<file path="src/logic/ccl_pkg.sv">
// package for the clock and protect configuration loader
package ccl_pkg;
	// register byte addresses in the configuration space
	localparam logic [23:0] CCL_OSC_SEL_ADDR   = 24'h30_0002;
	localparam logic [23:0] CCL_PLL_SEL_ADDR   = 24'h30_0003;
	localparam logic [23:0] CCL_MON_POSC_ADDR  = 24'h30_0004;
	localparam logic [23:0] CCL_PROT_PAGE_ADDR = 24'h30_0006;
	// avalon word offsets (printed offsets are not multiples of four: index times four)
	localparam logic [7:0] CCL_OFS_OSC_SEL   = 8'h08;
	localparam logic [7:0] CCL_OFS_PLL_SEL   = 8'h0c;
	localparam logic [7:0] CCL_OFS_MON_POSC  = 8'h10;
	localparam logic [7:0] CCL_OFS_PROT_PAGE = 8'h18;
	localparam logic [7:0] CCL_OFS_PROT_CTRL = 8'h1c;
	localparam logic [7:0] CCL_OFS_STATUS    = 8'h20;
	// flash byte indexes of the configuration bytes
	localparam logic [3:0] CCL_FL_OSC_SEL   = 4'h2;
	localparam logic [3:0] CCL_FL_PLL_SEL   = 4'h3;
	localparam logic [3:0] CCL_FL_MON_POSC  = 4'h4;
	localparam logic [3:0] CCL_FL_PROT_PAGE = 4'h6;
	localparam logic [3:0] CCL_FL_PROT_CTRL = 4'h7;
	// field positions
	localparam int CCL_SWITCHOVER_BIT = 7;
	localparam int CCL_CLKOUT_EN_BIT  = 5;
	localparam int CCL_SECONDARY_OSCILLATOR_SEL_BIT   = 3;
	localparam int CCL_PROT_END_BIT   = 1;
	localparam int CCL_PROT_DIS_BIT   = 0;
	// supply reset values and fixed read bits
	localparam logic [7:0] CCL_ONES_RESET   = 8'hff;
	localparam logic [7:0] CCL_OSC_SUPPLY_RESET = 8'hdf;
	localparam logic [7:0] CCL_OSC_FIX1     = 8'h40;
	localparam logic [7:0] CCL_OSC_FIX0     = 8'h10;
	localparam logic [7:0] CCL_MON_FIX1     = 8'hc0;
	localparam logic [7:0] CCL_MON_FIX0     = 8'h0c;
	localparam logic [7:0] CCL_PLL_FIX1     = 8'hf0;
	// oscillator select codes
	typedef enum logic [2:0] {
		CCL_OSC_FRC      = 3'b000,
		CCL_OSC_FRC_PLL  = 3'b001,
		CCL_OSC_PRI      = 3'b010,
		CCL_OSC_PRI_PLL  = 3'b011,
		CCL_OSC_SEC      = 3'b100,
		CCL_OSC_LOW_POWER_RC     = 3'b101,
		CCL_OSC_FRC_DIV16 = 3'b110,
		CCL_OSC_FRC_DIVN = 3'b111
	} ccl_osc_e;
	// primary oscillator modes
	typedef enum logic [1:0] {
		CCL_POSC_EXT = 2'b00,
		CCL_POSC_MS  = 2'b01,
		CCL_POSC_HS  = 2'b10,
		CCL_POSC_OFF = 2'b11
	} ccl_posc_e;
	// pll multiplier choice
	typedef enum logic [2:0] {
		CCL_PLL_96M  = 3'b000,
		CCL_PLL_X4   = 3'b001,
		CCL_PLL_X6   = 3'b010,
		CCL_PLL_X8   = 3'b011,
		CCL_PLL_NONE = 3'b100,
		CCL_PLL_RSVD = 3'b101
	} ccl_pll_e;
	// loader states
	typedef enum logic [1:0] {
		CCL_ST_IDLE = 2'b00,
		CCL_ST_REQ  = 2'b01,
		CCL_ST_DONE = 2'b10
	} ccl_state_e;
	// decoded clock settings
	typedef struct packed {
		ccl_osc_e  oscillator_select;
		logic      switchover_enable;
		logic      clock_output;
		logic      secondary_osc_select;
		ccl_posc_e primary_osc_mode;
		ccl_pll_e  pll_mode;
		logic [3:0] pll_in_div;
		logic      pll_enable_avail;
		logic      clock_switch_en;
		logic      fail_safe_en;
	} ccl_clk_cfg_s;
	// decoded protection settings
	typedef struct packed {
		logic       active;
		logic       from_page;
		logic [7:0] protect_page;
	} ccl_prot_cfg_s;
endpackage : ccl_pkg

</file>
<file path="src/logic/ccl_config_loader.sv">
// configuration shadow registers loaded from flash with clock and protect decode
// Notes on behaviour
// - switchover bit set enables two-speed start-up
// - clock output only when enabled and primary off/external
// - secondary select: crystal circuit or digital input
// - oscillator codes 000-011 decode fast/primary sources
// - oscillator codes 100-111 decode secondary/rc sources
// - supply reset sets ones; device reset reloads flash
// - settings held off until flash values stored
// - clock output enable holder resets to zero
// - pll code 1111: no pll, enable unavailable
// - pll codes 0000-0111: 96 MHz with input divide
// - monitor field 1x disables switching and monitor
// - 01 switching only; 00 switching plus monitor
// - primary mode: off, high, medium, external clock
// - end select 0 protects page zero through field
// - end select 1 protects field through last page
// - protect page ignored while disable bit set
// - unimplemented bits read fixed values
// - flash changes apply only after next reset
//
// The Avalon-MM slave port is this design's own decision.
module ccl_config_loader
	import ccl_pkg::*;
(
	// clock and resets
	input  wire logic          mclk,
	input  wire logic          reset,
	input  wire logic          supply_reset,
	// flash configuration byte read port
	output logic               flash_rd,
	output logic [3:0]         flash_addr,
	input  wire logic          flash_ack,
	input  wire logic [7:0]    flash_data,
	// avalon-mm slave
	input  wire logic [7:0]    avs_address,
	input  wire logic          avs_read,
	input  wire logic          avs_write,
	input  wire logic [31:0]   avs_writedata,
	input  wire logic [3:0]    avs_byteenable,
	output logic [31:0]        avs_readdata,
	output logic               avs_waitrequest,
	output logic [1:0]         avs_response,
	// decoded outputs
	output ccl_clk_cfg_s       clk_cfg,
	output ccl_prot_cfg_s      prot_cfg,
	output logic               config_loaded,
	output logic               dependent_reset
);

	// shadow bytes
	logic [7:0]  osc_sel_r;          // oscillator select byte
	logic [7:0]  pll_sel_r;          // pll select byte
	logic [7:0]  mon_posc_r;         // monitor and primary mode byte
	logic [7:0]  prot_page_r;        // protect page byte
	logic [7:0]  prot_ctrl_r;        // protect control byte (end, disable)
	ccl_state_e  state_r;            // loader state
	ccl_state_e  state_nxt;          // next loader state
	logic [2:0]  idx_r;              // index into fetch list
	logic        ack_r;              // bus answer pending
	logic        hit;                // mapped address
	logic [7:0]  rd_byte;            // selected read byte
	ccl_clk_cfg_s  clk_nxt;          // decoded clock settings
	ccl_prot_cfg_s prot_nxt;         // decoded protect settings

	// flash index of each fetch step
	function automatic logic [3:0] fetch_addr(input logic [2:0] i);
		unique case (i)
			3'd0:    fetch_addr = CCL_FL_OSC_SEL;
			3'd1:    fetch_addr = CCL_FL_PLL_SEL;
			3'd2:    fetch_addr = CCL_FL_MON_POSC;
			3'd3:    fetch_addr = CCL_FL_PROT_PAGE;
			default: fetch_addr = CCL_FL_PROT_CTRL;
		endcase
	endfunction : fetch_addr

	// loader sequencing: every device reset restarts the fetch
	always_comb
	begin
		state_nxt = state_r;
		unique case (state_r)
			CCL_ST_IDLE: state_nxt = CCL_ST_REQ;
			CCL_ST_REQ:
			begin
				// last byte taken ends the load
				if (flash_ack && idx_r == 3'd4)
					state_nxt = CCL_ST_DONE;
			end
			CCL_ST_DONE: state_nxt = CCL_ST_DONE;
			default:     state_nxt = CCL_ST_IDLE;
		endcase
	end

	// state register
	always_ff @(posedge mclk)
	begin
		if (reset || supply_reset)
			state_r <= CCL_ST_IDLE;
		else
			state_r <= state_nxt;
	end

	// fetch index
	always_ff @(posedge mclk)
	begin
		if (reset || supply_reset)
			idx_r <= 3'd0;
		else if (state_r == CCL_ST_REQ && flash_ack)
			idx_r <= idx_r + 3'd1;
	end

	assign flash_rd   = (state_r == CCL_ST_REQ);
	assign flash_addr = fetch_addr(idx_r);

	// shadow bytes: ones on supply reset, held through device reset until reloaded
	// the clock output holder alone resets to zero so the pin stays quiet
	always_ff @(posedge mclk)
	begin
		if (supply_reset)
		begin
			osc_sel_r   <= CCL_OSC_SUPPLY_RESET;
			pll_sel_r   <= CCL_ONES_RESET;
			mon_posc_r  <= CCL_ONES_RESET;
			prot_page_r <= CCL_ONES_RESET;
			prot_ctrl_r <= CCL_ONES_RESET;
		end
		else if (state_r == CCL_ST_REQ && flash_ack)
		begin
			// only the flash fetch writes these; the bus cannot
			unique case (idx_r)
				3'd0:    osc_sel_r   <= flash_data;
				3'd1:    pll_sel_r   <= flash_data;
				3'd2:    mon_posc_r  <= flash_data;
				3'd3:    prot_page_r <= flash_data;
				default: prot_ctrl_r <= flash_data;
			endcase
		end
	end

	// clock decode from the shadow bytes
	always_comb
	begin
		clk_nxt = '0;
		clk_nxt.oscillator_select    = ccl_osc_e'(osc_sel_r[2:0]);
		clk_nxt.switchover_enable    = osc_sel_r[CCL_SWITCHOVER_BIT];
		clk_nxt.secondary_osc_select = osc_sel_r[CCL_SECONDARY_OSCILLATOR_SEL_BIT];
		clk_nxt.primary_osc_mode     = ccl_posc_e'(mon_posc_r[1:0]);
		// clock output needs the primary oscillator off or in external mode
		clk_nxt.clock_output = osc_sel_r[CCL_CLKOUT_EN_BIT] &&
			(mon_posc_r[1:0] == CCL_POSC_OFF || mon_posc_r[1:0] == CCL_POSC_EXT);
		// switching and monitor
		clk_nxt.clock_switch_en = !mon_posc_r[5];
		clk_nxt.fail_safe_en    = (mon_posc_r[5:4] == 2'b00);
		// pll select decode
		clk_nxt.pll_enable_avail = 1'b1;
		unique case (pll_sel_r[3:0])
			4'b1111:
			begin
				clk_nxt.pll_mode         = CCL_PLL_NONE;
				clk_nxt.pll_enable_avail = 1'b0;
			end
			4'b1110: clk_nxt.pll_mode = CCL_PLL_X8;
			4'b1101: clk_nxt.pll_mode = CCL_PLL_X6;
			4'b1100: clk_nxt.pll_mode = CCL_PLL_X4;
			4'b0000: clk_nxt.pll_in_div = 4'd1;
			4'b0001: clk_nxt.pll_in_div = 4'd2;
			4'b0010: clk_nxt.pll_in_div = 4'd3;
			4'b0011: clk_nxt.pll_in_div = 4'd4;
			4'b0100: clk_nxt.pll_in_div = 4'd5;
			4'b0101: clk_nxt.pll_in_div = 4'd6;
			4'b0110: clk_nxt.pll_in_div = 4'd8;
			4'b0111: clk_nxt.pll_in_div = 4'd12;
			// reserved codes flagged, never expected from flash
			default: clk_nxt.pll_mode = CCL_PLL_RSVD;
		endcase
	end

	// protect decode: field ignored while disabled
	always_comb
	begin
		prot_nxt.active       = !prot_ctrl_r[CCL_PROT_DIS_BIT];
		prot_nxt.from_page    = prot_ctrl_r[CCL_PROT_END_BIT];
		prot_nxt.protect_page = prot_page_r;
	end

	// outputs only take the decode once loading is complete
	always_ff @(posedge mclk)
	begin
		if (reset || supply_reset)
		begin
			clk_cfg         <= '0;
			prot_cfg        <= '0;
			config_loaded   <= 1'b0;
			dependent_reset <= 1'b1;
		end
		else if (state_r == CCL_ST_DONE)
		begin
			clk_cfg         <= clk_nxt;
			prot_cfg        <= prot_nxt;
			config_loaded   <= 1'b1;
			dependent_reset <= 1'b0;
		end
	end

	// read data with fixed unimplemented bits
	always_comb
	begin
		hit     = 1'b1;
		rd_byte = 8'h00;
		unique case (avs_address)
			CCL_OFS_OSC_SEL:   rd_byte = (osc_sel_r | CCL_OSC_FIX1) & ~CCL_OSC_FIX0;
			CCL_OFS_PLL_SEL:   rd_byte = pll_sel_r | CCL_PLL_FIX1;
			CCL_OFS_MON_POSC:  rd_byte = (mon_posc_r | CCL_MON_FIX1) & ~CCL_MON_FIX0;
			CCL_OFS_PROT_PAGE: rd_byte = prot_page_r;
			CCL_OFS_PROT_CTRL: rd_byte = {6'b00_0000, prot_ctrl_r[1:0]};
			CCL_OFS_STATUS:    rd_byte = {6'b00_0000, state_r == CCL_ST_REQ, config_loaded};
			default:           hit = 1'b0;
		endcase
	end

	// avalon answer: one wait cycle, writes are acknowledged and dropped
	always_ff @(posedge mclk)
	begin
		if (reset || supply_reset)
		begin
			ack_r        <= 1'b0;
			avs_readdata <= 32'h0000_0000;
			avs_response <= 2'b00;
		end
		else if ((avs_read || avs_write) && !ack_r)
		begin
			ack_r        <= 1'b1;
			avs_readdata <= {24'h00_0000, rd_byte};
			// unmapped addresses and any write answer with slave error
			avs_response <= (hit && avs_read) ? 2'b00 : 2'b10;
		end
		else
			ack_r <= 1'b0;
	end

	assign avs_waitrequest = (avs_read || avs_write) && !ack_r;

	// clock output never set before the load completes
	clkout_quiet_a: assert property (
		@(posedge mclk) disable iff (reset || supply_reset)
		!config_loaded |-> !clk_cfg.clock_output)
		else $error("clock output active before load");
	// no pll gives no enable control
	pll_none_a: assert property (
		@(posedge mclk) disable iff (reset || supply_reset)
		config_loaded && clk_cfg.pll_mode == CCL_PLL_NONE |-> !clk_cfg.pll_enable_avail)
		else $error("pll enable offered with no pll");
	// fail safe implies switching
	monitor_sw_a: assert property (
		@(posedge mclk) disable iff (reset || supply_reset)
		clk_cfg.fail_safe_en |-> clk_cfg.clock_switch_en)
		else $error("monitor on without switching");
	// clock output only with primary off or external
	clkout_mode_a: assert property (
		@(posedge mclk) disable iff (reset || supply_reset)
		clk_cfg.clock_output |-> clk_cfg.primary_osc_mode inside {CCL_POSC_OFF, CCL_POSC_EXT})
		else $error("clock output with crystal mode");
	// dependents held in reset until loaded
	dep_hold_a: assert property (
		@(posedge mclk) disable iff (reset || supply_reset)
		dependent_reset == !config_loaded)
		else $error("dependent reset mismatch");
	// load finishes two cycles after last byte taken
	load_done_a: assert property (
		@(posedge mclk) disable iff (reset || supply_reset)
		flash_rd && flash_ack && idx_r == 3'd4 |-> ##2 config_loaded)
		else $error("load did not complete");
	// writes never change shadow bytes
	no_write_a: assert property (
		@(posedge mclk) disable iff (reset || supply_reset)
		avs_write && !flash_rd |=> $stable(prot_page_r) && $stable(osc_sel_r))
		else $error("bus write changed configuration");
	// switchover follows stored bit
	switchover_a: assert property (
		@(posedge mclk) disable iff (reset || supply_reset)
		config_loaded && $past(config_loaded) |->
		clk_cfg.switchover_enable == osc_sel_r[CCL_SWITCHOVER_BIT])
		else $error("switchover not following stored bit");

	// supply reset fills the shadow with ones, clock output holder with zero
	// no disable here: the check must see the reset itself
	supply_ones_a: assert property (
		@(posedge mclk)
		supply_reset |=> osc_sel_r == CCL_OSC_SUPPLY_RESET && pll_sel_r == CCL_ONES_RESET)
		else $error("shadow not filled on supply reset");
	// every release of reset starts a fresh fetch on the next cycle
	reload_start_a: assert property (
		@(posedge mclk) disable iff (reset || supply_reset)
		$fell(reset || supply_reset) |=> flash_rd)
		else $error("reload did not start after reset");
	// decoded settings stay at zero while the load runs
	no_early_cfg_a: assert property (
		@(posedge mclk) disable iff (reset || supply_reset)
		!config_loaded |-> clk_cfg == '0 && prot_cfg == '0)
		else $error("settings visible before load");
	// shadow bytes move only while a fetch is running
	shadow_hold_a: assert property (
		@(posedge mclk) disable iff (reset || supply_reset)
		!flash_rd |=> $stable(pll_sel_r) && $stable(mon_posc_r) && $stable(prot_ctrl_r))
		else $error("shadow changed outside a load");
	// once loaded, settings stay put until the next reset
	cfg_stable_a: assert property (
		@(posedge mclk) disable iff (reset || supply_reset)
		config_loaded && $past(config_loaded) |-> $stable(clk_cfg) && $stable(prot_cfg))
		else $error("settings changed without reset");

	// bus writes are answered with slave error and never land
	write_resp_a: assert property (
		@(posedge mclk) disable iff (reset || supply_reset)
		avs_write && !avs_waitrequest |-> avs_response == 2'b10)
		else $error("write not refused");
	// oscillator byte reads bit 6 high and bit 4 low
	osc_fixed_a: assert property (
		@(posedge mclk) disable iff (reset || supply_reset)
		avs_read && !avs_waitrequest && avs_address == CCL_OFS_OSC_SEL |->
		avs_readdata[6] && !avs_readdata[4])
		else $error("oscillator byte fixed bits wrong");
	// monitor byte reads bits 7-6 high and bits 3-2 low
	mon_fixed_a: assert property (
		@(posedge mclk) disable iff (reset || supply_reset)
		avs_read && !avs_waitrequest && avs_address == CCL_OFS_MON_POSC |->
		avs_readdata[7:6] == 2'b11 && avs_readdata[3:2] == 2'b00)
		else $error("monitor byte fixed bits wrong");

	// enabled clock output with primary off or external must appear
	clkout_on_a: assert property (
		@(posedge mclk) disable iff (reset || supply_reset)
		config_loaded && osc_sel_r[CCL_CLKOUT_EN_BIT] &&
		mon_posc_r[0] == mon_posc_r[1] |-> clk_cfg.clock_output)
		else $error("clock output missing");
	// secondary select follows the stored bit
	secondary_oscillator_sel_a: assert property (
		@(posedge mclk) disable iff (reset || supply_reset)
		config_loaded |-> clk_cfg.secondary_osc_select == osc_sel_r[CCL_SECONDARY_OSCILLATOR_SEL_BIT])
		else $error("secondary select not following stored bit");
	// oscillator code passed through unchanged
	osc_code_a: assert property (
		@(posedge mclk) disable iff (reset || supply_reset)
		config_loaded |-> clk_cfg.oscillator_select == osc_sel_r[2:0])
		else $error("oscillator code mismatch");
	// primary mode passed through unchanged
	posc_mode_a: assert property (
		@(posedge mclk) disable iff (reset || supply_reset)
		config_loaded |-> clk_cfg.primary_osc_mode == mon_posc_r[1:0])
		else $error("primary mode mismatch");
	// upper monitor bit set turns both switching and monitor off
	switch_off_a: assert property (
		@(posedge mclk) disable iff (reset || supply_reset)
		config_loaded && mon_posc_r[5] |-> !clk_cfg.clock_switch_en && !clk_cfg.fail_safe_en)
		else $error("switching not disabled");
	// code 01 gives switching without the monitor
	switch_only_a: assert property (
		@(posedge mclk) disable iff (reset || supply_reset)
		config_loaded && mon_posc_r[5:4] == 2'b01 |->
		clk_cfg.clock_switch_en && !clk_cfg.fail_safe_en)
		else $error("switching only mode wrong");
	// codes with top bit clear pick the 96 MHz pll with a real divider
	pll_div_a: assert property (
		@(posedge mclk) disable iff (reset || supply_reset)
		config_loaded && !pll_sel_r[3] |->
		clk_cfg.pll_mode == CCL_PLL_96M && clk_cfg.pll_in_div != 4'd0)
		else $error("96 MHz pll decode wrong");
	// code 1110 gives the 8x multiplier
	pll_mult_a: assert property (
		@(posedge mclk) disable iff (reset || supply_reset)
		config_loaded && pll_sel_r[3:0] == 4'b1110 |-> clk_cfg.pll_mode == CCL_PLL_X8)
		else $error("8x pll decode wrong");
	// disable bit set leaves protection inactive
	prot_off_a: assert property (
		@(posedge mclk) disable iff (reset || supply_reset)
		config_loaded && prot_ctrl_r[CCL_PROT_DIS_BIT] |-> !prot_cfg.active)
		else $error("protection active while disabled");
	// protected range follows page field and end select
	prot_range_a: assert property (
		@(posedge mclk) disable iff (reset || supply_reset)
		config_loaded |-> prot_cfg.protect_page == prot_page_r &&
		prot_cfg.from_page == prot_ctrl_r[CCL_PROT_END_BIT])
		else $error("protected range mismatch");

endmodule : ccl_config_loader

</file>
<file path="config.mk">
export PLATFORM = sky130hd
export DESIGN_NAME = ccl_config_loader
export DESIGN_NICKNAME = d
export VERILOG_FILES = /design/src/logic/ccl_pkg.sv /design/src/logic/ccl_config_loader.sv
export SDC_FILE = /design/constraint.sdc
export NUM_CORES = 1
export LEC_CHECK = 0
export BUFFER_PORTS_ARGS = -buffer_cell sky130_fd_sc_hd__buf_2
export CORE_MARGIN = 5
export CORE_UTILIZATION = 35
export CTS_CLUSTER_DIAMETER = 150
export DETAILED_ROUTE_END_ITERATION = 16
export PLACE_DENSITY = 0.6
export SLEW_MARGIN = 25
export SYNTH_ARGS = -nofsm -noshare
export SYNTH_HDL_FRONTEND = slang
export SYNTH_SLANG_ARGS = --single-unit
</file>
<file path="constraint.sdc">
create_clock -name mclk -period 2.3 [get_ports mclk]
set_clock_uncertainty 0.1 [all_clocks]
set_input_delay 0.23 -clock mclk [delete_from_list [all_inputs] [get_ports mclk]]
set_output_delay 0.23 -clock mclk [all_outputs]
set_load 0.02 [all_outputs]
</file>
# Yosys cells after proc, flatten, opt, wreduce, memory -nomap -nowiden
# Cells that the tools add are included.
[op_classes]
bitwise_logic = 1
n_shift = 0
add_sub_neg = 1
n_reduce_logical = 24
muxes = 10
eq_ne = 25
div_mod_pow = 0
n_lt_le_gt_ge = 0
mul = 0
[op_table]
columns = ["operator", "count"]
rows = [
  ["$pmux 8 s6", 1],
  ["$pmux 4 s8", 1],
  ["$eq 8x5->1 const B", 3],
  ["$eq 4x3->1 const B", 4],
  ["$eq 4x4->1 const B", 4],
  ["$eq 8x4->1 const B", 2],
  ["$pmux 3 s5", 1],
  ["$pmux 3 s4", 1],
  ["$reduce_and 2->1", 5],
  ["$eq 4x2->1 const B", 2],
  ["$eq 8x6->1 const B", 1],
  ["$reduce_or 8->1", 1],
  ["$eq 3x2->1 const B", 2],
  ["$logic_not 2->1", 3],
  ["$pmux 2 s3", 1],
  ["$reduce_or 6->1", 1],
  ["$logic_and 1x1->1", 5],
  ["$eq 2x2->1 const B", 2],
  ["$eq 4x1->1 const B", 1],
  ["$logic_not 4->1", 1],
  ["$mux 2", 2],
  ["$reduce_or 4->1", 1],
  ["$add 3x1->3 const B", 1],
  ["$eq 3x1->1 const B", 1],
  ["other kinds (8)", 14],
]
[word_totals]
ramBits = 0
word_cells = 86
romBits = 0
memories = 0
latchBits = 0
in_bits = 58
reg_bits = 74
output_inout_bits = 70

# Depth between registers and ports, before layout
[depth]
word_depth = 5
depth_mapped = 8
depth_no_buf = 6

# Least setup slack after synthesis
# OpenSTA, ideal clock, no wires.
[synth_path]
path_kind = "register -> register"
startpoint = "reg state_r[1]"
endpoint = "reg prot_ctrl_r[0]"
n_path_buf = 1
required_time_ps = 2080
path_stages_with_launch = 7
period_less_slack_ps = 1896
path_slack_ps = 404
setup_time_ps = 120
arrival_time_ps = 1676
path_cell_list = "dfxtp_1 -> inv_1 -> ha_1 -> clkbuf_1 -> nand2_1 -> a211o_1 -> a211o_1"
[synth_via]
elab_chain_len = 3
[synth_lines]
columns = ["element", "line_no", "text"]
rows = [
  ["from (decl)", "ccl_config_loader.sv:57", "ccl_state_e state_r;"],
  ["from (signal assigned)", "ccl_config_loader.sv:100", "state_r <= state_nxt;"],
  ["$eq 2x1->1", "--", ""],
  ["named net flash_rd", "ccl_config_loader.sv:31", "output logic flash_rd,"],
  ["$logic_and 1x1->1", "ccl_config_loader.sv:127", "else if (state_r == CCL_ST_REQ && flash_ack)"],
  ["$reduce_and 2->1 (no source line)", "--", ""],
  ["to (signal assigned)", "ccl_config_loader.sv:135", "default: prot_ctrl_r <= flash_data;"],
  ["to (decl)", "ccl_config_loader.sv:56", "logic [7:0] prot_ctrl_r;"],
]
# The timed path passes the listed nets, and every way through them passes these cells.
# A chain may end at the register's enable or synchronous reset.

# Worst setup path after layout
[layout_path]
startpoint = "reg idx_r[0]"
endpoint = "reg prot_ctrl_r[1]"
[layout_via]
elab_chain_len = 4
elab_cells_between_ends = 7
classes_between = "3 x eq/ne; 1 x bitwise; 3 x reduce/logical"
[layout_lines]
columns = ["element", "line_no", "text"]
rows = [
  ["from (decl)", "ccl_config_loader.sv:59", "logic [2:0] idx_r;"],
  ["from (signal assigned)", "ccl_config_loader.sv:109", "idx_r <= idx_r + 3'd1;"],
  ["$eq 3x2->1 (tied with other cells)", "ccl_config_loader.sv:130", "unique case (idx_r)"],
  ["$reduce_or 4->1 (no source line) *", "--", ""],
  ["$not 1->1 (no source line) *", "--", ""],
  ["$reduce_and 2->1 (no source line) *", "--", ""],
]
# Mark *: on every way between the ends. The rest lies on a longest branch, timed or not.

==> results.txt <==
----------------------------------------------------
[Logic synthesis]
  Number of enable flip-flop cells after synthesis ... 0
  Flip-flop and latch count after synthesis ... 69
  Primary flip-flop cell chosen by synthesis mapping ... dfxtp_1
  Post-synth ARST share ... 0%
  Avg Inst Size Synth ... 8.962 µm²
  Sequential fraction of the synthesis area ... 42.46%
  Distinct cell type count of the synthesized netlist ... 52
  Gate count of the mapped netlist ... 363
  Number of warnings printed during yosys synthesis ... 0
  Post-Syn Area ... 3253 µm²

[Routing]
  Post-DR vias/cell ... 4.872
  DR DRC count ... 0
  Wire length per cell ... 14.86 µm
  Number of nets with antenna violations after detailed routing ... 0
  Number of DRC violations after detailed-routing iteration 0 ... 140
  Via total after detailed routing ... 2,626
  First drt pass iteration count ... 4
  Aggregate routed wire length ... 8010 µm

[Placement]
  Port Buffer Count ... 65
  Placer Congestion ... 0.7864
  Final HPWL DP ... 6001 µm
  Placement Cell Area ... 3547 µm²

[Timing]
  Setup repair after global routing missed its margin ... no
  Final setup violation count ... 0
  Number of failing hold endpoints at the final stage ... 0
  Max frequency ... 489.0 MHz
  Total negative setup slack ... 0 ns
  Fin. max-slew vios ... 0
  Post-route fraction of the period consumed by the critical path ... 88.92%
  Shortest clock period the worst path allows after layout ... 2.045 ns

[Clocking]
  Clock tree from TritonCTS ... yes
  Hold buffers post-CTS ... 2
  Total number of clock tree sinks ... 69
  Number of setup buffers added after CTS ... 0
  Number of levels the H-tree was split into ... 3
  Cell chosen for the clock root ... clkbuf_8
  Clock transition at path regs ... 0.07 ns
  Clock buffers created by TritonCTS ... 9
  Maximum buffer depth of the clock tree ... 2
  Latest clock arrival within the worst-skew pair ... 0.33 ns
  Gates resized, CTS repair ... 0

[Finish]
  Final antenna diode count ... 0
  Fraction of layout cells with a size suffix above 1 ... 22.43%
  Multi-input combinational cell area ... 1608 µm²
  Final nets ... 489
  Most common cell after layout, fill and taps aside ... dfxtp_1
  Layout Cell Area excl Fill ... 3760 µm²
  Final-layout fill cell count ... 930
  Sequential cell area ... 1381 µm²
  Synth-to-layout area growth ... 15.58%
  Most frequent cells in the layout ... dfxtp_1, buf_2, nor2_1

[Setup path]
  Endpoint type of the worst setup path ... register
  Setup Crit Path Kind ... reg -> reg
  Critical R2R Capture ... prot_ctrl_r[1]$_SDFFE_PP1P_
  CP Data Arrival Time ... 2.17 ns
  Worst reg2reg setup slack ... 0.25 ns
  FF-to-FF path depth ... 5
  Start of the worst register-to-register path ... idx_r[0]$_SDFFE_PP0P_
  Data required time at the worst endpoint ... 2.42 ns
  Maximum fanout count along the critical path ... 9
  CP Launch Type ... register

[Min path]
  Min-delay worst type ... in -> reg
  WHS Path Cells ... 3
  Worst hold path startpoint ... flash_data[7]
  Capture endpoint of the worst hold path ... prot_page_r[7]$_SDFFE_PP1P_

[Job]
  Number of maximum-capacitance violations ... 0

[Floorplanning]
  Die outline area ... 11,320 µm²
  Chip Width ... 106.4 µm
  Vertical die dimension ... 106.4 µm
  Number of top-level design ports ... 128
  Effective utilization at floorplan ... 35.54%
  Area of the core region ... 9153 µm²
  FP Rows ... 35

[GRT]
  Antenna violations before repair ... 0
  All-Layer GR Usage ... 14.52%
  Number of global-route vias before repair ... 2,614
  Maximum number of pins on one net before global-route repair ... 27
  Overflow after GRT ... 0
  First-pass GRT wire length ... 13,110 µm

[Pwr]
  Power Total ... 2.428 mW
  Peak ir drop on the vdd network ... 0.2717 mV
  Leakage power of the design ... 1.623 nW
  PwrDens ... 645.8 nW/µm²

[Run status]
  Outcome ... finished, final reports clean

----------------------------------------------------
## worst max path at each step
stage | depth (start not counted) | to | slack [ns] | start
floorplan | 6 | prot_ctrl_r[0]$_SDFFE_PP1P_ | 0.40 | state_r[1]$_SDFFE_PP0P_
global placement | 5 | prot_ctrl_r[0]$_SDFFE_PP1P_ | 0.34 | idx_r[0]$_SDFFE_PP0P_
detailed placement | 5 | prot_ctrl_r[0]$_SDFFE_PP1P_ | 0.29 | idx_r[0]$_SDFFE_PP0P_
CTS | 5 | prot_ctrl_r[1]$_SDFFE_PP1P_ | 0.26 | idx_r[0]$_SDFFE_PP0P_
global route | 7 | flash_addr[0] | 0.17 | idx_r[1]$_SDFFE_PP0P_
finish | 5 | prot_ctrl_r[1]$_SDFFE_PP1P_ | 0.25 | idx_r[0]$_SDFFE_PP0P_
## power breakdown
part	switching (mW)	internal [mW]
combinational	0.164	0.0767
sequential	0.0127	1.21
clock	0.434	0.528
## layer usage
| metal | up-vias | GRT usage, % | routed length [µm] |
|---|---|---|---|
| met2 | 74 | 23.57 | 3752 |
| met3 | 7 | 4.554 | 543 |
| met5 | - | 0 | 0 |
| met1 | 1214 | 18.93 | 3640 |
| met4 | 0 | 3.288 | 74 |
| li1 | 1331 | - | - |
## flip-flops by register name, indices dropped and copies added, names as in the netlist
register	flops
mon_posc_r	4
prot_page_r	8
osc_sel_r	6
avs_readdata	8
idx_r	3
ack_r	1
prot_ctrl_r	2
state_r	2
config_loaded	1
avs_response	1
dependent_reset	1
clk_cfg	18
prot_cfg	10
pll_sel_r	4
## cell usage after synthesis (2+ instances only)
library cell / instances / area, µm²
buf_6: 3 / 33.78
buf_2: 4 / 20.02
or3_1: 2 / 12.51
nand2b_1: 3 / 18.77
dfxtp_1: 69 / 1381
nand3b_1: 8 / 60.06
nor2_1: 37 / 138.9
nand4_1: 2 / 12.51
mux2i_1: 19 / 190.2
nor2b_1: 3 / 18.77
nand3_1: 9 / 45.04
buf_1: 3 / 11.26
ha_1: 8 / 100.1
nor3_1: 4 / 20.02
o21ai_0: 9 / 45.04
a21oi_1: 21 / 105.1
nand2_1: 36 / 135.1
clkbuf_1: 13 / 48.80
xnor2_1: 2 / 17.52
o21ai_1: 2 / 10.01
and3_1: 15 / 93.84
a211o_1: 16 / 140.1
o21bai_1: 2 / 15.01
mux2_2: 4 / 45.04
a22o_1: 2 / 17.52
buf_4: 27 / 202.7
inv_1: 10 / 37.54
o2bb2ai_1: 2 / 17.52
a22oi_1: 2 / 15.01
a211oi_1: 3 / 22.52
a32oi_1: 2 / 17.52
## critical path, cell delays in order (launching register included)
cell and delay, ns:
dfxtp_1 0.37, inv_1 0.10, ha_1 0.32, or3_1 0.40, a211o_1 0.34, a211o_1 0.31
## cells by family after synthesis
kind of cell               synth area share (%)
and+or+nand+nor                           19.85
muxes                                     7.923
AOI/OAI and AO/OA                         14.77
buffers and inverters                     11.00
DFF                                       42.46
adders and majority gates                 3.077
xor gates and xnor gates                 0.8078
other                                    0.1153
## cell type report
cell class / count / area share, %
inverters: 11 / 1.098
clock buffers: 12 / 3.860
well taps: 111 / 3.694
clock inverters: 4 / 1.265
multi-input cells: 258 / 42.76
flip-flops and latches: 69 / 36.74
repair buffers: 74 / 10.58
## stage by stage
step / hold WS [ns] / setup slack (ns) / utilization [%] / cells
after floorplan: 0.2196 / 0.4043 / - / 388
after global placement: 0.3252 / 0.3377 / 38.76 / 521
after detailed placement: 0.3241 / 0.2870 / 38.76 / 521
after CTS: 0.01215 / 0.2592 / 41.08 / 539
after global routing: 0.04591 / 0.1656 / 41.08 / 539
final: 0.02778 / 0.2549 / 41.08 / 539
Note: power is estimated with default switching activity, not from simulation.
